===== src/uart_ctrl_map.vh =====
// Register offsets, field positions, reset values and trigger tables
// for the serial controller. Definitions only; included by bare name.
`ifndef UART_CTRL_MAP_VH
`define UART_CTRL_MAP_VH

// Register offsets on the three address pins
`define OFS_DATA 3'h0
`define OFS_IER 3'h1
`define OFS_FIFO 3'h2
`define OFS_LCR 3'h3
`define OFS_MCR 3'h4
`define OFS_LSR 3'h5

// Line control value that opens the enhanced register
`define LCR_EFR_KEY 8'hbf

// Field positions
`define FCR_EN 0
`define FCR_RXRST 1
`define FCR_TXRST 2
`define FCR_DMA 3
`define LCR_STOP 2
`define LCR_PEN 3
`define LCR_EVEN 4
`define LCR_FORCE 5
`define LCR_BRK 6
`define LCR_DLAB 7
`define MCR_DTR 0
`define MCR_RTS 1
`define MCR_OP1 2
`define MCR_OP2 3
`define MCR_LOOP 4
`define EFR_ENH 4
`define EFR_ARTS 6

// Reset values
`define FCR_RST 8'h00
`define LCR_RST 8'h00
`define MCR_RST 8'h00

// Trigger tables, indexed by the two-bit code
`define TX_LVL0 6'h10
`define TX_LVL1 6'h08
`define TX_LVL2 6'h18
`define TX_LVL3 6'h1e
`define RX_LVL0 6'h08
`define RX_LVL1 6'h10
`define RX_LVL2 6'h18
`define RX_LVL3 6'h1c
`define RTS_HI0 6'h10
`define RTS_HI1 6'h18
`define RTS_HI2 6'h1c
`define RTS_HI3 6'h1c
`define RTS_LO0 6'h00
`define RTS_LO1 6'h08
`define RTS_LO2 6'h10
`define RTS_LO3 6'h18

// Sixteenth-bit ticks: last tick of a bit, mid start bit, stop lengths
`define TICK_END 5'h0f
`define TICK_MID 5'h07
`define STOP_ONE_HALF 5'h17
`define STOP_TWO 5'h1f

`endif


===== src/uart_fifo_line_modem_ctrl.v =====
// Serial controller with FIFO, line and modem control registers.
// Assumes a host on an asynchronous 8-bit strobe bus; every pin is
// synchronised to sys_clk, so strobes must last three clocks or more.
`timescale 1ns/100ps
`include "uart_ctrl_map.vh"

// Summary of operation
// - Enable bit set, else other fields ignored
// - Receive reset clears pointers, keeps shift register
// - Transmit reset clears pointers, keeps shift register
// - DMA bit changes ready pin behaviour
// - Transmit trigger codes give 16/8/24/30
// - Transmit trigger writable only when enhanced enabled
// - Transmit interrupt on drop below or empty
// - Receive trigger codes give 8/16/24/28
// - Auto RTS hysteresis levels from receive code
// - Word length five to eight bits
// - Stop bits one, one and half, two
// - Parity appended and checked when enabled
// - Even-select chooses odd or even parity
// - Forced parity is inverse of even-select
// - Break holds transmit output low
// - Divisor access redirects data locations unless 0xbf
// - Terminal-ready pin is inverted bit
// - Request-to-send pin inverted, auto flow optional
// - First general output pin inverted
// - Second output bit gates interrupt in PC mode
// - Loopback bit selects internal loopback
// - FIFO control write-only, line and modem readable
// - Interrupt status top bits mirror FIFO enable
module uart_fifo_line_modem_ctrl
#(
  parameter DEPTH = 32,
  parameter AW = 5
)
(
  // Clock and reset
  input wire sys_clk,
  input wire resetn,
  // Host register bus
  input wire cs_n,
  input wire ior_n,
  input wire iow_n,
  input wire [2:0] addr,
  input wire [7:0] data_in,
  output reg [7:0] data_out,
  output reg data_oe,
  // Bus mode strap, high selects PC mode
  input wire pc_mode,
  // Serial line and modem outputs
  input wire rx_pin,
  output reg tx_pin,
  output reg dtr_n,
  output reg rts_n,
  output reg gp_output_one_n,
  output reg gp_output_two_n,
  // Interrupt and DMA indications
  output reg int_out,
  output reg pc_interrupt_request,
  output reg transmit_ready_pin_n,
  output reg receive_ready_pin_n
);

  localparam [2:0] ST_IDLE = 3'h0;
  localparam [2:0] ST_START = 3'h1;
  localparam [2:0] ST_DATA = 3'h2;
  localparam [2:0] ST_PAR = 3'h3;
  localparam [2:0] ST_STOP = 3'h4;
  localparam [AW:0] FULL = DEPTH;
  localparam [AW:0] ONE = 1;

  // Pin synchronisers and strobe edge detection
  reg [15:0] pin_s1;
  reg [15:0] pin_s2;
  reg [2:0] strb_q;
  reg [10:0] ad_q;
  always @(posedge sys_clk or negedge resetn)
  begin
    if (!resetn)
    begin
      pin_s1 <= 16'hfffe;
      pin_s2 <= 16'hfffe;
      strb_q <= 3'h7;
      ad_q <= 11'h000;
    end
    else
    begin
      pin_s1 <= {cs_n, ior_n, iow_n, addr, data_in, rx_pin, pc_mode};
      pin_s2 <= pin_s1;
      strb_q <= pin_s2[15:13];
      ad_q <= pin_s2[12:2];
    end
  end
  wire rx_s = pin_s2[1];
  wire pcm = pin_s2[0];
  wire wr_ev = ~strb_q[2] & ~strb_q[0] & pin_s2[13];
  wire rd_ev = ~strb_q[2] & ~strb_q[1] & pin_s2[14];
  wire [2:0] a = ad_q[10:8];
  wire [7:0] d = ad_q[7:0];

  // Control registers
  reg [7:0] fifo_control_reg;
  reg [7:0] line_control_reg;
  reg [7:0] modem_control_reg;
  reg [7:0] enhanced_features_reg;
  reg [7:0] ier;
  reg [7:0] divisor_low;
  reg [7:0] divisor_high;
  wire efr_sel = line_control_reg == `LCR_EFR_KEY;
  wire dlab = line_control_reg[`LCR_DLAB] & ~efr_sel;
  wire fifo_en = fifo_control_reg[`FCR_EN];
  wire dma = fifo_control_reg[`FCR_DMA];
  wire wr_thr = wr_ev & (a == `OFS_DATA) & ~dlab;
  wire wr_ier = wr_ev & (a == `OFS_IER) & ~dlab;
  wire wr_fcr = wr_ev & (a == `OFS_FIFO) & ~efr_sel;
  wire rd_rhr = rd_ev & (a == `OFS_DATA) & ~dlab;
  wire rd_isr = rd_ev & (a == `OFS_FIFO) & ~efr_sel;
  wire rd_lsr = rd_ev & (a == `OFS_LSR);
  // A change of FIFO mode empties both FIFOs as well
  wire en_chg = wr_fcr & (d[`FCR_EN] != fifo_en);
  wire rx_clr = en_chg | (wr_fcr & d[`FCR_EN] & d[`FCR_RXRST]);
  wire tx_clr = en_chg | (wr_fcr & d[`FCR_EN] & d[`FCR_TXRST]);
  wire loopb = modem_control_reg[`MCR_LOOP];
  wire [2:0] nbm1 = {1'b1, line_control_reg[1:0]};

  always @(posedge sys_clk or negedge resetn)
  begin
    if (!resetn)
    begin
      fifo_control_reg <= `FCR_RST;
      line_control_reg <= `LCR_RST;
      modem_control_reg <= `MCR_RST;
      enhanced_features_reg <= 8'h00;
      ier <= 8'h00;
      divisor_low <= 8'h00;
      divisor_high <= 8'h00;
    end
    else if (wr_ev)
    begin
      case (a)
        `OFS_DATA:
          if (dlab)
            divisor_low <= d;
        `OFS_IER:
          if (dlab)
            divisor_high <= d;
          else
            ier <= d;
        `OFS_FIFO:
          if (efr_sel)
            enhanced_features_reg <= d;
          else if (d[`FCR_EN])
          begin
            // Reset bits are never stored, so they stay cleared in fifo_control_reg
            fifo_control_reg[7:6] <= d[7:6];
            if (enhanced_features_reg[`EFR_ENH])
              fifo_control_reg[5:4] <= d[5:4];
            fifo_control_reg[`FCR_DMA] <= d[`FCR_DMA];
            fifo_control_reg[`FCR_EN] <= 1'b1;
          end
          else
            fifo_control_reg[`FCR_EN] <= 1'b0;
        `OFS_LCR:
          line_control_reg <= d;
        `OFS_MCR:
          modem_control_reg <= d;
        default:
          ;
      endcase
    end
  end

  // Trigger tables
  reg [5:0] tx_lvl;
  reg [5:0] rx_lvl;
  reg [5:0] rts_hi;
  reg [5:0] rts_lo;
  always @*
  begin
    case (fifo_control_reg[5:4])
      2'h0: tx_lvl = `TX_LVL0;
      2'h1: tx_lvl = `TX_LVL1;
      2'h2: tx_lvl = `TX_LVL2;
      default: tx_lvl = `TX_LVL3;
    endcase
    case (fifo_control_reg[7:6])
      2'h0: begin rx_lvl = `RX_LVL0; rts_hi = `RTS_HI0; rts_lo = `RTS_LO0; end
      2'h1: begin rx_lvl = `RX_LVL1; rts_hi = `RTS_HI1; rts_lo = `RTS_LO1; end
      2'h2: begin rx_lvl = `RX_LVL2; rts_hi = `RTS_HI2; rts_lo = `RTS_LO2; end
      default: begin rx_lvl = `RX_LVL3; rts_hi = `RTS_HI3; rts_lo = `RTS_LO3; end
    endcase
  end
  wire [AW:0] cap = fifo_en ? FULL : ONE;
  wire [AW:0] tx_trig = fifo_en ? tx_lvl[AW:0] : ONE;
  wire [AW:0] rx_trig = fifo_en ? rx_lvl[AW:0] : ONE;

  // Parity bit for a character under the current line format
  function par_bit;
    input [7:0] c;
    input [7:0] lc;
    reg [7:0] m;
    begin
      m = 8'hff >> (3'h3 - {1'b0, lc[1:0]});
      if (lc[`LCR_FORCE])
        par_bit = ~lc[`LCR_EVEN];
      else
        par_bit = (^(c & m)) ^ ~lc[`LCR_EVEN];
    end
  endfunction

  // Baud generator, one tick per sixteenth of a bit
  reg [15:0] bcnt;
  reg tick;
  wire [15:0] div = {divisor_high, divisor_low};
  always @(posedge sys_clk or negedge resetn)
  begin
    if (!resetn)
    begin
      bcnt <= 16'h0000;
      tick <= 1'b0;
    end
    else if (div == 16'h0000)
    begin
      bcnt <= 16'h0000;
      tick <= 1'b0;
    end
    else if (bcnt <= 16'h0001)
    begin
      bcnt <= div;
      tick <= 1'b1;
    end
    else
    begin
      bcnt <= bcnt - 16'h0001;
      tick <= 1'b0;
    end
  end

  // Transmit FIFO
  reg [7:0] tx_mem [0:DEPTH-1];
  reg [AW-1:0] tx_wp;
  reg [AW-1:0] tx_rp;
  reg [AW:0] tx_cnt;
  reg [2:0] tx_st;
  wire tx_push = wr_thr & (tx_cnt < cap);
  wire tx_pop = (tx_st == ST_IDLE) & tick & (tx_cnt != 0) & ~tx_clr;
  always @(posedge sys_clk)
  begin
    if (tx_push)
      tx_mem[tx_wp] <= d;
  end
  always @(posedge sys_clk or negedge resetn)
  begin
    if (!resetn)
    begin
      tx_wp <= {AW{1'b0}};
      tx_rp <= {AW{1'b0}};
      tx_cnt <= {(AW+1){1'b0}};
    end
    else if (tx_clr)
    begin
      tx_wp <= {AW{1'b0}};
      tx_rp <= {AW{1'b0}};
      tx_cnt <= {(AW+1){1'b0}};
    end
    else
    begin
      if (tx_push)
        tx_wp <= tx_wp + 1'b1;
      if (tx_pop)
        tx_rp <= tx_rp + 1'b1;
      tx_cnt <= tx_cnt + {{AW{1'b0}}, tx_push} - {{AW{1'b0}}, tx_pop};
    end
  end

  // Transmit shift register and framing
  reg [7:0] tx_sh;
  reg tx_pb;
  reg [4:0] tt;
  reg [2:0] tbn;
  reg tx_line;
  wire [4:0] stop_end = ~line_control_reg[`LCR_STOP] ? `TICK_END :
    (line_control_reg[1:0] == 2'h0) ? `STOP_ONE_HALF : `STOP_TWO;
  always @(posedge sys_clk or negedge resetn)
  begin
    if (!resetn)
    begin
      tx_st <= ST_IDLE;
      tx_sh <= 8'h00;
      tx_pb <= 1'b0;
      tt <= 5'h00;
      tbn <= 3'h0;
      tx_line <= 1'b1;
    end
    else if (tick)
    begin
      tt <= tt + 5'h01;
      case (tx_st)
        ST_IDLE:
        begin
          tx_line <= 1'b1;
          if (tx_pop)
          begin
            tx_sh <= tx_mem[tx_rp];
            tx_pb <= par_bit(tx_mem[tx_rp], line_control_reg);
            tx_st <= ST_START;
            tt <= 5'h00;
            tx_line <= 1'b0;
          end
        end
        ST_START:
          if (tt == `TICK_END)
          begin
            tx_st <= ST_DATA;
            tt <= 5'h00;
            tbn <= 3'h0;
            tx_line <= tx_sh[0];
          end
        ST_DATA:
          if (tt == `TICK_END)
          begin
            tt <= 5'h00;
            tbn <= tbn + 3'h1;
            tx_sh <= {1'b0, tx_sh[7:1]};
            tx_line <= tx_sh[1];
            if (tbn == nbm1)
            begin
              tx_st <= line_control_reg[`LCR_PEN] ? ST_PAR : ST_STOP;
              tx_line <= line_control_reg[`LCR_PEN] ? tx_pb : 1'b1;
            end
          end
        ST_PAR:
          if (tt == `TICK_END)
          begin
            tt <= 5'h00;
            tx_st <= ST_STOP;
            tx_line <= 1'b1;
          end
        ST_STOP:
          if (tt == stop_end)
            tx_st <= ST_IDLE;
        default:
          tx_st <= ST_IDLE;
      endcase
    end
  end

  // Receiver; in loopback the transmit line feeds it directly
  reg [2:0] rx_st;
  reg [4:0] rt;
  reg [2:0] rbn;
  reg [7:0] rx_sh;
  reg rx_pe;
  reg rx_done;
  wire rx_in = loopb ? tx_line : rx_s;
  wire [7:0] rx_al = rx_sh >> (3'h7 - nbm1);
  always @(posedge sys_clk or negedge resetn)
  begin
    if (!resetn)
    begin
      rx_st <= ST_IDLE;
      rt <= 5'h00;
      rbn <= 3'h0;
      rx_sh <= 8'h00;
      rx_pe <= 1'b0;
      rx_done <= 1'b0;
    end
    else
    begin
      rx_done <= 1'b0;
      if (tick)
      begin
        rt <= rt + 5'h01;
        case (rx_st)
          ST_IDLE:
            if (!rx_in)
            begin
              rx_st <= ST_START;
              rt <= 5'h00;
              rx_pe <= 1'b0;
            end
          ST_START:
            if (rt == `TICK_MID)
            begin
              rx_st <= rx_in ? ST_IDLE : ST_DATA;
              rt <= 5'h00;
              rbn <= 3'h0;
            end
          ST_DATA:
            if (rt == `TICK_END)
            begin
              rt <= 5'h00;
              rbn <= rbn + 3'h1;
              rx_sh <= {rx_in, rx_sh[7:1]};
              if (rbn == nbm1)
                rx_st <= line_control_reg[`LCR_PEN] ? ST_PAR : ST_STOP;
            end
          ST_PAR:
            if (rt == `TICK_END)
            begin
              rt <= 5'h00;
              rx_pe <= rx_in != par_bit(rx_al, line_control_reg);
              rx_st <= ST_STOP;
            end
          ST_STOP:
            if (rt == `TICK_END)
            begin
              rx_done <= 1'b1;
              rx_st <= ST_IDLE;
            end
          default:
            rx_st <= ST_IDLE;
        endcase
      end
    end
  end

  // Two-entry buffer between receiver and receive FIFO
  reg [8:0] sk0;
  reg [8:0] sk1;
  reg [1:0] sk_n;
  reg [AW:0] rx_cnt;
  wire sk_in_rdy = sk_n != 2'h2;
  wire sk_push = rx_done & sk_in_rdy;
  wire sk_pop = (sk_n != 2'h0) & (rx_cnt < cap) & ~rx_clr;
  always @(posedge sys_clk or negedge resetn)
  begin
    if (!resetn)
    begin
      sk0 <= 9'h000;
      sk1 <= 9'h000;
      sk_n <= 2'h0;
    end
    else
    begin
      if (sk_pop)
        sk0 <= sk1;
      if (sk_push && ((sk_n == 2'h0) || (sk_pop && sk_n == 2'h1)))
        sk0 <= {rx_pe, rx_al};
      else if (sk_push)
        sk1 <= {rx_pe, rx_al};
      sk_n <= sk_n + {1'b0, sk_push} - {1'b0, sk_pop};
    end
  end

  // Receive FIFO
  reg [7:0] rx_mem [0:DEPTH-1];
  reg [AW-1:0] rx_wp;
  reg [AW-1:0] rx_rp;
  reg par_err;
  wire rx_pop = rd_rhr & (rx_cnt != 0);
  always @(posedge sys_clk)
  begin
    if (sk_pop)
      rx_mem[rx_wp] <= sk0[7:0];
  end
  always @(posedge sys_clk or negedge resetn)
  begin
    if (!resetn)
    begin
      rx_wp <= {AW{1'b0}};
      rx_rp <= {AW{1'b0}};
      rx_cnt <= {(AW+1){1'b0}};
      par_err <= 1'b0;
    end
    else
    begin
      if (sk_pop && sk0[8])
        par_err <= 1'b1;
      else if (rd_lsr)
        par_err <= 1'b0;
      if (rx_clr)
      begin
        rx_wp <= {AW{1'b0}};
        rx_rp <= {AW{1'b0}};
        rx_cnt <= {(AW+1){1'b0}};
      end
      else
      begin
        if (sk_pop)
          rx_wp <= rx_wp + 1'b1;
        if (rx_pop)
          rx_rp <= rx_rp + 1'b1;
        rx_cnt <= rx_cnt + {{AW{1'b0}}, sk_pop} - {{AW{1'b0}}, rx_pop};
      end
    end
  end

  // Transmit interrupt, auto RTS and DMA ready tracking
  reg [AW:0] tx_cnt_q;
  reg tx_above;
  reg tx_int;
  reg rts_hold;
  reg rx_dma_act;
  wire rx_int = ier[0] & (rx_cnt >= rx_trig);
  wire tx_pend = ier[1] & tx_int;
  wire [3:0] int_id = rx_int ? 4'h4 : tx_pend ? 4'h2 : 4'h1;
  wire tx_ev = ((tx_cnt_q >= tx_trig) & (tx_cnt < tx_trig)) |
    ((tx_cnt == 0) & (tx_cnt_q != 0) & ~tx_above) |
    (wr_ier & d[1] & ~ier[1] & (tx_cnt == 0));
  always @(posedge sys_clk or negedge resetn)
  begin
    if (!resetn)
    begin
      tx_cnt_q <= {(AW+1){1'b0}};
      tx_above <= 1'b0;
      tx_int <= 1'b0;
      rts_hold <= 1'b0;
      rx_dma_act <= 1'b0;
    end
    else
    begin
      tx_cnt_q <= tx_cnt;
      if (tx_cnt == 0)
        tx_above <= 1'b0;
      else if (tx_cnt >= tx_trig)
        tx_above <= 1'b1;
      // A new event outranks a clear in the same cycle
      if (tx_ev)
        tx_int <= 1'b1;
      else if (wr_thr || (rd_isr && int_id == 4'h2))
        tx_int <= 1'b0;
      if (!enhanced_features_reg[`EFR_ARTS])
        rts_hold <= 1'b0;
      else if (rx_cnt >= rts_hi[AW:0])
        rts_hold <= 1'b1;
      else if (rx_cnt <= rts_lo[AW:0])
        rts_hold <= 1'b0;
      if (rx_cnt == 0)
        rx_dma_act <= 1'b0;
      else if (rx_cnt >= rx_trig)
        rx_dma_act <= 1'b1;
    end
  end

  // Read data and registered pin outputs
  reg [7:0] rd_val;
  always @*
  begin
    case (a)
      `OFS_DATA: rd_val = dlab ? divisor_low : rx_mem[rx_rp];
      `OFS_IER: rd_val = dlab ? divisor_high : ier;
      `OFS_FIFO: rd_val = efr_sel ? enhanced_features_reg :
        {fifo_en, fifo_en, 2'h0, int_id};
      `OFS_LCR: rd_val = line_control_reg;
      `OFS_MCR: rd_val = modem_control_reg;
      `OFS_LSR: rd_val = {1'b0, (tx_cnt == 0) & (tx_st == ST_IDLE), tx_cnt == 0,
        2'h0, par_err, 1'b0, rx_cnt != 0};
      default: rd_val = 8'h00;
    endcase
  end

  always @(posedge sys_clk or negedge resetn)
  begin
    if (!resetn)
    begin
      data_out <= 8'h00;
      data_oe <= 1'b0;
      tx_pin <= 1'b1;
      dtr_n <= 1'b1;
      rts_n <= 1'b1;
      gp_output_one_n <= 1'b1;
      gp_output_two_n <= 1'b1;
      int_out <= 1'b0;
      pc_interrupt_request <= 1'b0;
      transmit_ready_pin_n <= 1'b1;
      receive_ready_pin_n <= 1'b1;
    end
    else
    begin
      data_out <= rd_val;
      data_oe <= ~strb_q[2] & ~strb_q[1];
      tx_pin <= loopb | (tx_line & ~line_control_reg[`LCR_BRK]);
      dtr_n <= loopb | ~modem_control_reg[`MCR_DTR];
      rts_n <= loopb | ~(modem_control_reg[`MCR_RTS] & ~rts_hold);
      gp_output_one_n <= loopb | ~modem_control_reg[`MCR_OP1];
      gp_output_two_n <= loopb | pcm | ~modem_control_reg[`MCR_OP2];
      int_out <= (int_id != 4'h1) & ~pcm;
      pc_interrupt_request <= (int_id != 4'h1) & pcm & modem_control_reg[`MCR_OP2];
      transmit_ready_pin_n <= ~(dma ? (tx_cnt < cap) : (tx_cnt == 0));
      receive_ready_pin_n <= ~(dma ? rx_dma_act : (rx_cnt != 0));
    end
  end

endmodule


===== config.mk =====
export PLATFORM = sky130hd
export DESIGN_NAME = uart_fifo_line_modem_ctrl
export DESIGN_NICKNAME = d
export VERILOG_FILES = /design/src/uart_fifo_line_modem_ctrl.v
export VERILOG_INCLUDE_DIRS = /design/src
export SDC_FILE = /design/constraint.sdc
export NUM_CORES = 1
export LEC_CHECK = 0
export ABC_AREA = 1
export BUFFER_PORTS_ARGS = -buffer_cell sky130_fd_sc_hd__buf_4
export CAP_MARGIN = 40
export CORE_MARGIN = 1.5
export CORE_UTILIZATION = 56
export DETAILED_ROUTE_END_ITERATION = 8
export GPL_TIMING_DRIVEN = 1
export PLACE_DENSITY = 0.7
export SLEW_MARGIN = 40
export SYNTH_ARGS = -nofsm -noshare
export SYNTH_HDL_FRONTEND = slang
export SYNTH_SLANG_ARGS = --single-unit

===== constraint.sdc =====
create_clock -name sys_clk -period 4 [get_ports sys_clk]
set_input_delay 1 -clock sys_clk [delete_from_list [all_inputs] [get_ports sys_clk]]
set_output_delay 1 -clock sys_clk [all_outputs]
set_load 0.03 [all_outputs]

; Word-level counts from Yosys, hierarchy flattened
; Memory sizes are Yosys's and may differ from the RTL's.
; Index checks and enable logic that the tools add are counted.
[classes]
add_sub_neg = 17
order_cmp = 9
eq_ne = 43
shift = 2
mux = 100
n_bitwise = 76
n_reduce_logical = 57
[ops]
columns = cell, n
row1 = $mux 5, 14
row2 = $pmux 5 s3, 4
row3 = $mux 3, 18
row4 = $pmux 8 s6, 1
row5 = $and 1x1->1, 42
row6 = $mux 8, 5
row7 = $mux 1, 37
row8 = $mux 16, 2
row9 = $add 5x1->5 const B, 6
row10 = $mux 6, 5
row11 = $pmux 3 s5, 2
row12 = $reduce_bool 2->1, 14
row13 = $ne 2x2->1 const B, 13
row14 = $ge 6x6->1, 4
row15 = $eq 3x2->1 const B, 7
row16 = $reduce_and 3->1, 7
row17 = $not 1->1, 20
row18 = $reduce_and 4->1, 5
row19 = $lt 6x6->1, 3
row20 = $mux 9, 2
row21 = $reduce_bool 6->1, 3
row22 = $and 8x8->8, 2
row23 = $le 16x1->1 const B, 1
row24 = $logic_not 16->1, 1
row25 = 44 further kinds, 86
[totals]
regBits = 240
ramBits = 512
input_bits = 18
wordCells = 359
memories = 2
[mem_list]
columns = memory, depth, word_bits, rd, rd_clocked_by_memory_dff, write_ports, line
row1 = rx_mem, 32, 8, 1, 0, 1, uart_fifo_line_modem_ctrl.v:447  ; reg [7:0] rx_mem [0:DEPTH-1];
row2 = tx_mem, 32, 8, 1, 0, 1, uart_fifo_line_modem_ctrl.v:240  ; reg [7:0] tx_mem [0:DEPTH-1];

; Logic depth before layout (Yosys ltp)
; Gate-level depths: netlist of run 1.
[logic_depth]
ltp_word = 15
mapped_depth = 24
mapped_depth_nobuf = 21

; Least setup slack after synthesis of run 1
; Ideal clock, no wire load.
[synth_timing]
kind = register to register
from = reg ad_q[0]
to = reg tx_cnt[4]
setup_ps = 121
arrival_ps = 3002
required_time_ps = 3879
setup_slack_ps = 877
path_stages_with_launch = 19
period_less_slack_ps = 3123
path_cell_list = dfrtp_1 -> inv_1 -> nor2_1 -> o21ai_4 -> o21a_1 -> buf_4 -> nand2_4 -> inv_1 -> ha_1 -> inv_1 -> ha_1 -> fa_1 -> nand2_1 -> inv_1 -> nor2_1 -> nor2_1 -> nor2_1 -> xor2_1 -> nor2_1
[synth_between]
elab_chain_cells = 7
[synth_lines]
columns = item, line
row1 = from (decl), uart_fifo_line_modem_ctrl.v:76  ; reg [10:0] ad_q;
row2 = from (signal assigned), uart_fifo_line_modem_ctrl.v:91  ; ad_q <= pin_s2[12:2];
row3 = $ne 1x1->1 or $and 1x1->1 (tied branches), "uart_fifo_line_modem_ctrl.v:120, uart_fifo_line_modem_ctrl.v:122"
row4 = "$and 1x1->1, on equally long branches", "uart_fifo_line_modem_ctrl.v:120, uart_fifo_line_modem_ctrl.v:122"
row5 = $or 1x1->1 *, uart_fifo_line_modem_ctrl.v:122  ; wire tx_clr = en_chg | (wr_fcr & d[`FCR_EN] & d[`FCR_TXRST]);
row6 = $not 1->1, uart_fifo_line_modem_ctrl.v:246  ; wire tx_pop = (tx_st == ST_IDLE) & tick & (tx_cnt != 0) & ~tx_clr;
row7 = $and 1x1->1, uart_fifo_line_modem_ctrl.v:246
row8 = $sub 6x1->6, uart_fifo_line_modem_ctrl.v:272  ; tx_cnt <= tx_cnt + {{AW{1'b0}}, tx_push} - {{AW{1'b0}}, tx_pop};
row9 = $mux 6 *, uart_fifo_line_modem_ctrl.v:260  ; else if (tx_clr)
row10 = to (signal assigned), uart_fifo_line_modem_ctrl.v:258  ; tx_cnt <= {(AW+1){1'b0}};
row11 = to (signal assigned), uart_fifo_line_modem_ctrl.v:264  ; tx_cnt <= {(AW+1){1'b0}};
row12 = to (signal assigned), uart_fifo_line_modem_ctrl.v:272
row13 = to (decl), uart_fifo_line_modem_ctrl.v:243  ; reg [AW:0] tx_cnt;
; Every way passes the cells marked *; elsewhere a longest branch is shown, timed or not.
; A chain may end at the register's enable or synchronous reset.

; Worst setup path in the final report of run 1
[layout_timing]
from = reg line_control_reg[3]
to = reg tx_cnt[4]
[layout_between]
elab_chain_cells = 10
[layout_lines]
columns = item, line
row1 = from (decl), uart_fifo_line_modem_ctrl.v:103  ; reg [7:0] line_control_reg;
row2 = from (signal assigned), uart_fifo_line_modem_ctrl.v:131  ; line_control_reg <= `LCR_RST;
row3 = $eq 8x8->1 (no source line) *, n/a
row4 = $not 1->1 (no source line) *, n/a
row5 = branches (longest 7 deep; another with $add 6x1->6), n/a
row6 = $mux 6 *, uart_fifo_line_modem_ctrl.v:260
; Mark *: on every way between the ends.

==> results by group, run 1 <==
Floorplanning
  • Core Area: 57800 um^2
  • I/O pin cnt: 36
  • Die X: 245 um
  • Die height: 245 um
  • Die area: 60000 um^2
  • Row count: 88
  • Initial core utilization: 56.7%

GRT
  • M3 GR Usage: 3.53%
  • Vias in the first global route: 22377
  • Met1 usage: 36.3%
  • Met2 usage: 45.0%
  • Grt ovf: 0
  • Gr busiest metal: met2
  • Initial antenna violation count: 0
  • First-pass GRT wire length: 125000 um
  • All-Layer GR Usage: 27.0%
  • Pin count of the biggest net entering global routing: 108

STA
  • Max Slew Vio Count: 0
  • Final Setup Violations: 0
  • Rel. slew slack: 44.9%
  • Final period utilization: 89.2%
  • Layout Skew: 0.0140 ns
  • Slew @ Worst Pin: 0.824 ns
  • Final min period: 3.57 ns
  • F_max: 0.280 GHz
  • RSZ-0062 raised after global routing: false
  • Setup TNS Final: 0 ns
  • Hold Fails Final Rpt: 0

Outcome
  • Run status: complete, no violations

Pwr
  • Reg power frac: 44.2%
  • Cell Int Power: 14.3 mW
  • Power share of the combinational group: 20.2%
  • Leak: 14.9 nW
  • P_sw: 6.15 mW
  • Clock share of power: 35.6%
  • Power per Cell Area: 560 nW/um^2
  • Maximum vdd ir drop: 0.462 mV
  • Switching share of power: 30.0%

Finish
  • ANT cells: 0
  • Most common cell after layout, fill and taps aside: nand2_1
  • Fraction of layout cells with a size suffix above 1: 9.46%
  • Area grow syn2layout: 11.8%
  • Top Registers: rx_mem: 256 flops, tx_mem: 256 flops
  • Finished Layout Cells: 4022
  • Nets: 3275
  • Commonest cells after routing, fill and taps aside: nand2_1 (616), edfxtp_1 (512), nor2_1 (440)

Yosys
  • Ys Warns: 0
  • Predominant post-synthesis flop cell: edfxtp_1
  • Synthesis-stage register bit count: 752
  • Netlist cell types: 61
  • Register area share after synthesis: 65.4%
  • Post-Syn Nets: 3224
  • Mean Syn Cell Area: 10.4 um^2
  • Cells after synthesis: 3144
  • Post-synth EDFFs: 512
  • Ys async rst share: 31.9%
  • Syn Std Cell Area: 32800 um^2

Route
  • Routed len/inst: 19.9 um
  • DR vias/cell: 5.72
  • Post-Route WL: 80200 um
  • Initial DRC Count: 2308
  • Post-route ant nets: 0
  • First-pass DRT Iterations: 5
  • Routed vias: 23008
  • DRC: 0

Place
  • Dpl hpwl: 52200 um
  • Gp weighted congestion: 0.977
  • Placed cell count: 3880
  • IO buf count: 35

CTS
  • Longest Clk Path Bufs: 3
  • CTS H-tree lvls: 3
  • Resize count post-CTS: 0
  • Number of buffers created by CTS: 77
  • CTS Root Cell: clkbuf_16
  • Cts hold-fix bufs: 0
  • Clk_lat worst skew: 0.62 ns
  • Post-CTS setup buffer count: 0
  • Clock sink count: 752
  • Reg clk slew, reported paths: 0.07 ns
  • TritonCTS clock tree: built

Hold path
  • Hold WC Path Type: in2async

Setup path
  • Startpoint types: flop
  • Critical Path RT: 4.50 ns
  • R2r worst-path depth: 18
  • Worst EP arrival: 4.06 ns
  • Crit path kind: reg2reg
  • Largest fanout on the critical path: 6
  • CP Capture Type: flop

Run
  • Max Cap Violations: 0
logic make-up after synthesis:
kind of cell               synth area share [%]
DFF                                        65.4
xor gates and xnor gates                  0.722
muxes                                    0.0955
and+or+nand+nor                            16.7
AOI/OAI and AO/OA                          9.48
buffers and inverters                      5.21
adders and majority gates                  2.41
area by class of cell:
| cell class | count | area (um^2) |
|---|---|---|
| multi-input cells | 1958 | 9630 |
| clock buffers | 100 | 2150 |
| fillers | 4527 | 21200 |
| repair buffers | 102 | 860 |
| clock inverters | 41 | 432 |
| flip-flops and latches | 752 | 21400 |
| well taps | 765 | 957 |
| inverters | 304 | 1140 |
cells in the mapped netlist (4+ instances only):
cell type,count,share of area [%]
nor3_1,23,0.35
o21ai_1,6,0.092
o21ai_0,333,5.1
a22o_1,4,0.11
nand3b_1,4,0.092
o221ai_1,26,0.70
dfstp_2,41,3.3
a211oi_1,4,0.092
inv_2,8,0.092
nand3_1,184,2.8
nor4_1,7,0.13
o31ai_1,5,0.11
clkbuf_1,77,0.88
buf_1,12,0.14
a31oi_1,6,0.11
buf_2,34,0.52
o211ai_1,21,0.48
or2_2,4,0.076
clkinv_1,5,0.057
xor2_1,21,0.56
nor2_1,443,5.1
edfxtp_1,512,47
o22ai_1,45,0.86
nand2_1,616,7.1
inv_1,291,3.3
a221oi_1,5,0.13
nand4_1,20,0.38
buf_4,5,0.11
dfrtp_1,199,15
o2111ai_1,6,0.16
xnor2_1,6,0.16
ha_1,60,2.3
nand2_4,5,0.17
a21oi_1,61,0.93
power groups by stage:
stage | registers [mW] | clock network (mW) | logic [mW]
5_1_grt | 9.11 | 7.69 | 4.65
2_1_floorplan | 9.12 | 0 | 2.91
4_1_cts | 9.05 | 7.39 | 4.10
3_5_place_dp | 9.21 | 0 | 4.07
3_3_place_gp | 9.19 | 0 | 3.98
6_report | 9.07 | 7.29 | 4.14
worst max-delay path, stage by stage (launching register included):
cell and delay (ns):
dfrtp_1 0.45, inv_2 0.11, nor3_1 0.25, nand2_2 0.17
inv_1 0.16, nor2_1 0.07, nor3_1 0.31, nand2_1 0.31
ha_1 0.38, inv_1 0.04, ha_1 0.20, fa_1 0.38
nand2_1 0.07, inv_1 0.05, nor2_1 0.08, nor2_1 0.05
nor2_1 0.12, xor2_1 0.17, nor2_1 0.07
stage by stage:
stage          instance area (um^2)  total power [mW]  hold slack, ns  utilization (%)  worst slack [ns]
2_1_floorplan                 32800              12.0           0.331                -             0.877
3_3_place_gp                  34000              13.2           0.334             58.8             0.667
3_5_place_dp                  34000              13.3           0.347             58.8             0.560
4_1_cts                       36600              20.5           0.353             63.3             0.556
5_1_grt                       36600              21.4           0.302             63.3             0.191
6_report                      36600              20.5           0.286             63.3             0.432
worst paths after layout:
kind	start	to	slack, ns
worst max-delay path	line_control_reg[3]$_DFFE_PN0P_	tx_cnt[4]$_DFF_PN0_	0.43
worst min-delay path	resetn	data_out[5]$_DFF_PN0_	0.29
worst max register to register	line_control_reg[3]$_DFFE_PN0P_	tx_cnt[4]$_DFF_PN0_	0.43
worst min register to register	pin_s1[4]$_DFF_PN1_	pin_s2[4]$_DFF_PN1_	0.35
max in group asynchronous	resetn	strb_q[0]$_DFF_PN1_	2.73
min in group sys_clk	pin_s1[4]$_DFF_PN1_	pin_s2[4]$_DFF_PN1_	0.35
layer usage:
| metal | up-vias | wire, um |
|---|---|---|
| li1 | 10784 | - |
| met2 | 830 | 39300 |
| met4 | 0 | 2620 |
| met1 | 11227 | 33400 |
| met3 | 167 | 4800 |
| met5 | - | 0 |
Power figures use the tool's default switching activity.
==> inputs of run 2 (changes only) <==
--- a/config.mk
+++ b/config.mk
@@ -9,6 +9,7 @@
 export ABC_AREA = 1
 export BUFFER_PORTS_ARGS = -buffer_cell sky130_fd_sc_hd__buf_4
 export CAP_MARGIN = 40
+export CORE_ASPECT_RATIO = 1.4
 export CORE_MARGIN = 1.5
 export CORE_UTILIZATION = 56
 export DETAILED_ROUTE_END_ITERATION = 8
==> run 2 against run 1 <==
Against the previous run: the flow now finishes with violations (design-rule violations); wire length is 8.3% higher; via count up 0.31%; register-to-register slack gained 0.11 ns; combinational power rose by 1%; maximum frequency is 3.2% higher; non-clock buffer count is 8 lower; count of clock-buffer cells in the layout decreased by 3; die area about the same; sequential power about the same; hold slack improved by 0.063 ns; utilization shrank 0.18 points; clock power decreased by 4.0%; largest power group unchanged.
==> results by group, run 2 (synthesized netlist as in run 1, its figures left out) <==
CTS
  • Reg clk slew, reported paths: 0.06 ns (about the same)
  • Number of buffers created by CTS: 72 (-6.5%)
  • TritonCTS clock tree: built
  • Post-CTS setup buffer count: 0 (unchanged)
  • Resize count post-CTS: 0 (unchanged)
  • Longest Clk Path Bufs: 3 (unchanged)
  • Cts hold-fix bufs: 0 (unchanged)
  • CTS Root Cell: clkbuf_16
  • Clk_lat worst skew: 0.62 ns (about the same)
  • CTS H-tree lvls: 3 (unchanged)
  • Clock sink count: 752 (unchanged)

Floorplanning
  • I/O pin cnt: 36 (unchanged)
  • Core Area: 57600 um^2 (-0.28%)
  • Row count: 104 (+18%)
  • Die height: 289 um (+18%)
  • Die X: 207 um (-15%)
  • Die area: 60000 um^2 (about the same)
  • Initial core utilization: 56.8% (+0.16 points)

Route
  • Post-route ant nets: 0 (unchanged)
  • First-pass DRT Iterations: 8 (+3)
  • DR vias/cell: 5.80 (+1.3%)
  • Routed vias: 23080 (+0.31%)
  • Post-Route WL: 86800 um (+8.3%)
  • Routed len/inst: 21.8 um (+9.5%)
  • DRC: 1 (+1)
  • Initial DRC Count: 2130 (-7.7%)

STA
  • Final min period: 3.46 ns (-0.111 ns)
  • Final Setup Violations: 0 (unchanged)
  • RSZ-0062 raised after global routing: false
  • Layout Skew: 0.0256 ns (+0.0116 ns)
  • F_max: 0.289 GHz (+3.2%)
  • Slew @ Worst Pin: 0.841 ns (+0.0174 ns)
  • Setup TNS Final: 0 ns (unchanged)
  • Max Slew Vio Count: 0 (unchanged)
  • Rel. slew slack: 43.9% (-0.96 points)
  • Hold Fails Final Rpt: 0 (unchanged)
  • Final period utilization: 86.4% (-2.8 points)

Setup path
  • R2r worst-path depth: 11 (-7)
  • Startpoint types: flop
  • Largest fanout on the critical path: 9 (+3)
  • CP Capture Type: flop
  • R2r setup slk: 0.54 ns (+0.11 ns)
  • Critical Path RT: 4.24 ns (-0.26 ns)
  • Crit path kind: reg2reg
  • Worst EP arrival: 3.70 ns (-0.36 ns)

GRT
  • First-pass GRT wire length: 133000 um (+6.5%)
  • Initial antenna violation count: 0 (unchanged)
  • Vias in the first global route: 23202 (+3.7%)
  • Pin count of the biggest net entering global routing: 151 (+40%)
  • Grt ovf: 0 (unchanged)
  • All-Layer GR Usage: 29.4% (+2.4 points)

Pwr
  • Leak: 14.9 nW (-0.52%)
  • Total power: 20.2 mW (-1.2%)
  • Power per Cell Area: 556 nW/um^2 (-0.66%)
  • Switching share of power: 30.2% (+0.12 points)
  • Cell Int Power: 14.1 mW (-1.4%)
  • Power share of the combinational group: 20.8% (+0.6 points)
  • P_sw: 6.10 mW (-0.81%)
  • Clock share of power: 34.6% (-1.0 points)
  • Maximum vdd ir drop: 0.457 mV (-0.95%)
  • Reg power frac: 44.6% (+0.4 points)

Hold path
  • Hold WC Path Type: in2async

Place
  • IO buf count: 35 (unchanged)
  • Gp weighted congestion: 0.940 (-3.8%)
  • Dpl hpwl: 60000 um (+15%)

Finish
  • Area grow syn2layout: 11.2%
  • Nets: 3262 (-0.40%)
  • ANT cells: 0 (unchanged)
  • Top Registers: rx_mem: 256 flops, tx_mem: 256 flops
  • Fraction of layout cells with a size suffix above 1: 9.08% (-0.38 points)
  • Commonest cells after routing, fill and taps aside: nand2_1 (616), edfxtp_1 (512), nor2_1 (442)
  • Most common cell after layout, fill and taps aside: nand2_1

Run
  • Max Cap Violations: 0 (unchanged)

Outcome
  • Failing checks: design-rule violations
  • Run status: finished with violations
[run 2: area by class of cell]
class | instances | area, um^2
sequential | 752 | 21400
multi-input combinational | 1958 | 9630
fill | 4544 | 21200
timing repair buffer | 94 | 826
tap | 742 | 928
clock buffer | 97 | 2080
clock inverter | 34 | 363
inverter | 304 | 1140
[run 2: per-stage QoR]
stage | hold slack, ns | util, % | instance area, um^2 | std cells | setup slack [ns]
2_1_floorplan | 0.331 | - | 32800 | 3144 | 0.877
3_3_place_gp | 0.336 | 58.9 | 34000 | 3850 | 0.625
3_5_place_dp | 0.339 | 58.9 | 34000 | 3850 | 0.589
4_1_cts | 0.353 | 63.2 | 36400 | 3981 | 0.564
5_1_grt | 0.353 | 63.2 | 36400 | 3981 | 0.222
6_report | 0.349 | 63.2 | 36400 | 3981 | 0.544
[run 2: per-layer routing]
| layer | global-route usage, % | routed length, um | vias up |
|---|---|---|---|
| met5 | 0 | 0 | - |
| met4 | 23.8 | 7170 | 0 |
| met3 | 3.43 | 4270 | 294 |
| met2 | 52.1 | 44800 | 866 |
| met1 | 32.2 | 30600 | 11169 |
| li1 | - | - | 10751 |
[run 2: final timing paths]
kind | start | endpoint
max in group asynchronous | resetn | receive_ready_pin_n$_DFF_PN1_
setup / recovery | fifo_en$_DFFE_PN0P_ | tx_mem[25][5]$_DFFE_PP_
hold reg to reg | pin_s1[0]$_DFF_PN0_ | pin_s2[0]$_DFF_PN0_
setup reg to reg | fifo_en$_DFFE_PN0P_ | tx_mem[25][5]$_DFFE_PP_
hold / removal | resetn | ad_q[4]$_DFF_PN0_
min in group sys_clk | pin_s1[0]$_DFF_PN0_ | pin_s2[0]$_DFF_PN0_
[run 2: power groups by stage]
| stage | registers [mW] | clock network [mW] | logic (mW) |
|---|---|---|---|
| after floorplan | 9.12 | 0 | 2.91 |
| after global placement | 9.17 | 0 | 4.08 |
| after detailed placement | 9.19 | 0 | 4.15 |
| after CTS | 9.03 | 7.09 | 4.19 |
| after global routing | 9.08 | 7.39 | 4.73 |
| final | 9.04 | 7.00 | 4.20 |
[run 2: critical path, stage by stage, from the launching register on]
cell and delay [ns]:
dfrtp_1 0.46, inv_1 0.30, ha_1 0.21, inv_1 0.05, o21ai_0 0.15, and3_1 0.17
inv_1 0.04, a21oi_1 0.17, nand2_1 0.20, inv_1 0.20, nand2_1 0.43, nor2_1 0.71
==> inputs of run 3 (changes only) <==
==> constraint.sdc (replaced) <==
create_clock -name sys_clk -period 3.77 [get_ports sys_clk]
set_input_delay 0.9425 -clock sys_clk [delete_from_list [all_inputs] [get_ports sys_clk]]
set_output_delay 0.9425 -clock sys_clk [all_outputs]
set_load 0.03 [all_outputs]
==> run 3 against run 2 <==
Against the previous run: the flow still finishes with violations (design-rule violations); count of clock-buffer cells in the layout fell by 9; via count rose by 0.15%; global-route usage fell by 0.12 points; sequential power rose by 6.7%; critical endpoint is now rx_cnt[5]$_DFF_PN0_; critical path type unchanged; register-to-register slack got worse by 0.16 ns; clock power rose by 8.9%.
==> results by group, run 3 (synthesized netlist as in run 1, its figures left out) <==
Finish
  • ANT cells: 0 (unchanged)
  • Utilization after layout: 63.8% (+0.67 points)
  • Finished Layout Cells: 4027 (+1.2%)
  • Fillers: 4648 (+2.3%)
  • Most common cell after layout, fill and taps aside: nand2_1
  • Fraction of layout cells with a size suffix above 1: 10.3% (+1.2 points)
  • Area grow syn2layout: 12.3%
  • Nets: 3305 (+1.3%)
  • Top Registers: rx_mem: 256 flops, tx_mem: 256 flops
  • Commonest cells after routing, fill and taps aside: nand2_1 (616), edfxtp_1 (512), nor2_1 (442)
  • Final Cell Area: 36800 um^2 (+1.1%)

Pwr
  • Leak: 15.1 nW (+1.5%)
  • Maximum vdd ir drop: 0.550 mV (+20%)
  • Total power: 21.7 mW (+7.2%)
  • Power per Cell Area: 589 nW/um^2 (+6.0%)

Hold path
  • Hold WC Path Type: in2async

Floorplanning
  • Initial core utilization: 56.8% (unchanged)
  • I/O pin cnt: 36 (unchanged)
  • Row count: 104 (unchanged)
  • Die X: 207 um (unchanged)
  • Die height: 289 um (unchanged)
  • Core Area: 57600 um^2 (unchanged)
  • Die area: 60000 um^2 (unchanged)

Route
  • First-pass DRT Iterations: 9 (+1)
  • Post-route ant nets: 0 (unchanged)
  • Post-Route WL: 86200 um (-0.70%)
  • Routed vias: 23115 (+0.15%)
  • DR vias/cell: 5.74 (-0.99%)
  • Initial DRC Count: 2010 (-5.6%)
  • Routed len/inst: 21.4 um (-1.8%)
  • DRC: 1 (unchanged)

STA
  • Final worst setup slack: 0.380 ns (-0.163 ns)
  • RSZ-0062 raised after global routing: false
  • F_max: 0.295 GHz (+2.0%)
  • Hold Fails Final Rpt: 0 (unchanged)
  • Final min period: 3.39 ns (-0.0666 ns)
  • Final Setup Violations: 0 (unchanged)
  • Rel. slew slack: 44.6% (+0.67 points)
  • Setup TNS Final: 0 ns (unchanged)
  • Final period utilization: 89.9% (+3.5 points)
  • Layout Skew: 0.0222 ns (-0.00344 ns)
  • Slew @ Worst Pin: 0.828 ns (-0.0131 ns)
  • Max Slew Vio Count: 0 (unchanged)
  • Final hold slack: 0.282 ns (-0.0670 ns)

Setup path
  • Critical Path RT: 4.32 ns (+0.08 ns)
  • Largest fanout on the critical path: 13 (+4)
  • Crit path kind: reg2reg
  • R2r setup slk: 0.38 ns (-0.16 ns)
  • Worst EP arrival: 3.94 ns (+0.24 ns)
  • CP Capture Type: flop
  • Startpoint types: flop
  • R2r worst-path depth: 19 (+8)
  • Reg-to-reg endpoint: rx_cnt[5]$_DFF_PN0_
  • R2R Path Start: pin_s2[13]$_DFF_PN1_

GRT
  • First-pass GRT wire length: 133000 um (+0.13%)
  • Grt ovf: 0 (unchanged)
  • All-Layer GR Usage: 29.3% (-0.12 points)
  • Pin count of the biggest net entering global routing: 97 (-36%)
  • Vias in the first global route: 23322 (+0.52%)
  • Initial antenna violation count: 0 (unchanged)

Place
  • Placed cell count: 3892 (+1.1%)
  • Dpl hpwl: 58900 um (-1.9%)
  • Post-DP Area: 34300 um^2 (+0.96%)
  • IO buf count: 35 (unchanged)
  • Gp weighted congestion: 0.952 (+1.3%)
  • Post-Place Setup Slack: 0.391 ns (-0.198 ns)

CTS
  • Number of buffers created by CTS: 73 (+1.4%)
  • Longest Clk Path Bufs: 3 (unchanged)
  • Resize count post-CTS: 0 (unchanged)
  • Clk_lat worst skew: 0.63 ns (about the same)
  • TritonCTS clock tree: built
  • Reg clk slew, reported paths: 0.07 ns (about the same)
  • CTS Root Cell: clkbuf_16
  • CTS H-tree lvls: 3 (unchanged)
  • Cts hold-fix bufs: 0 (unchanged)
  • Clock sink count: 752 (unchanged)
  • Post-CTS setup buffer count: 0 (unchanged)

Outcome
  • Failing checks: design-rule violations
  • Run status: finished with violations

Run
  • Max Cap Violations: 0 (unchanged)
==> run 3: per-layer routing <==
metal	up-vias	GRT usage, %	share of wire [%]
li1	10842	-	-
met1	11274	32.3	36
met2	740	52.9	52
met3	259	3.91	4.7
met4	0	20.3	7.3
met5	-	0	0
==> run 3: worst max-delay path by stage <==
stage	depth (start not counted)	from	endpoint
floorplan	18	ad_q[0]$_DFF_PN0_	tx_cnt[4]$_DFF_PN0_
global placement	19	fifo_en$_DFFE_PN0P_	tx_cnt[4]$_DFF_PN0_
detailed placement	19	pin_s2[13]$_DFF_PN1_	rx_cnt[5]$_DFF_PN0_
CTS	19	pin_s2[13]$_DFF_PN1_	rx_cnt[5]$_DFF_PN0_
global route	19	fifo_en$_DFFE_PN0P_	tx_cnt[4]$_DFF_PN0_
finish	19	pin_s2[13]$_DFF_PN1_	rx_cnt[5]$_DFF_PN0_
==> run 3: critical path, stage by stage, from the launching register on <==
cell and delay (ns):
dfstp_2 0.53, nand2_1 0.06, nor2_2 0.25, inv_1 0.16, nor2_4 0.22, nand2_4 0.12
o21ai_4 0.21, nor2_8 0.04, inv_2 0.26, ha_1 0.22, inv_1 0.06, ha_1 0.18
a21oi_1 0.14, inv_1 0.05, a31oi_1 0.19, nor2_1 0.09, o21a_1 0.17, nor2_1 0.12
o21ai_0 0.09, a21oi_1 0.14
==> run 3: cell type report <==
| class | instances | area (um^2) | area share, % |
|---|---|---|---|
| sequential | 752 | 21400 | 58.3 |
| multi-input combinational | 1958 | 9630 | 26.2 |
| clock buffer | 88 | 1980 | 5.38 |
| timing repair buffer | 136 | 1150 | 3.13 |
| inverter | 304 | 1140 | 3.10 |
| tap | 742 | 928 | 2.52 |
| clock inverter | 47 | 527 | 1.43 |
==> run 3: power by group <==
group	leakage (nW)	switching, mW	internal [mW]
Combinational	6.14	3.00	1.42
Sequential	7.75	0.439	9.21
Clock	1.20	3.16	4.46
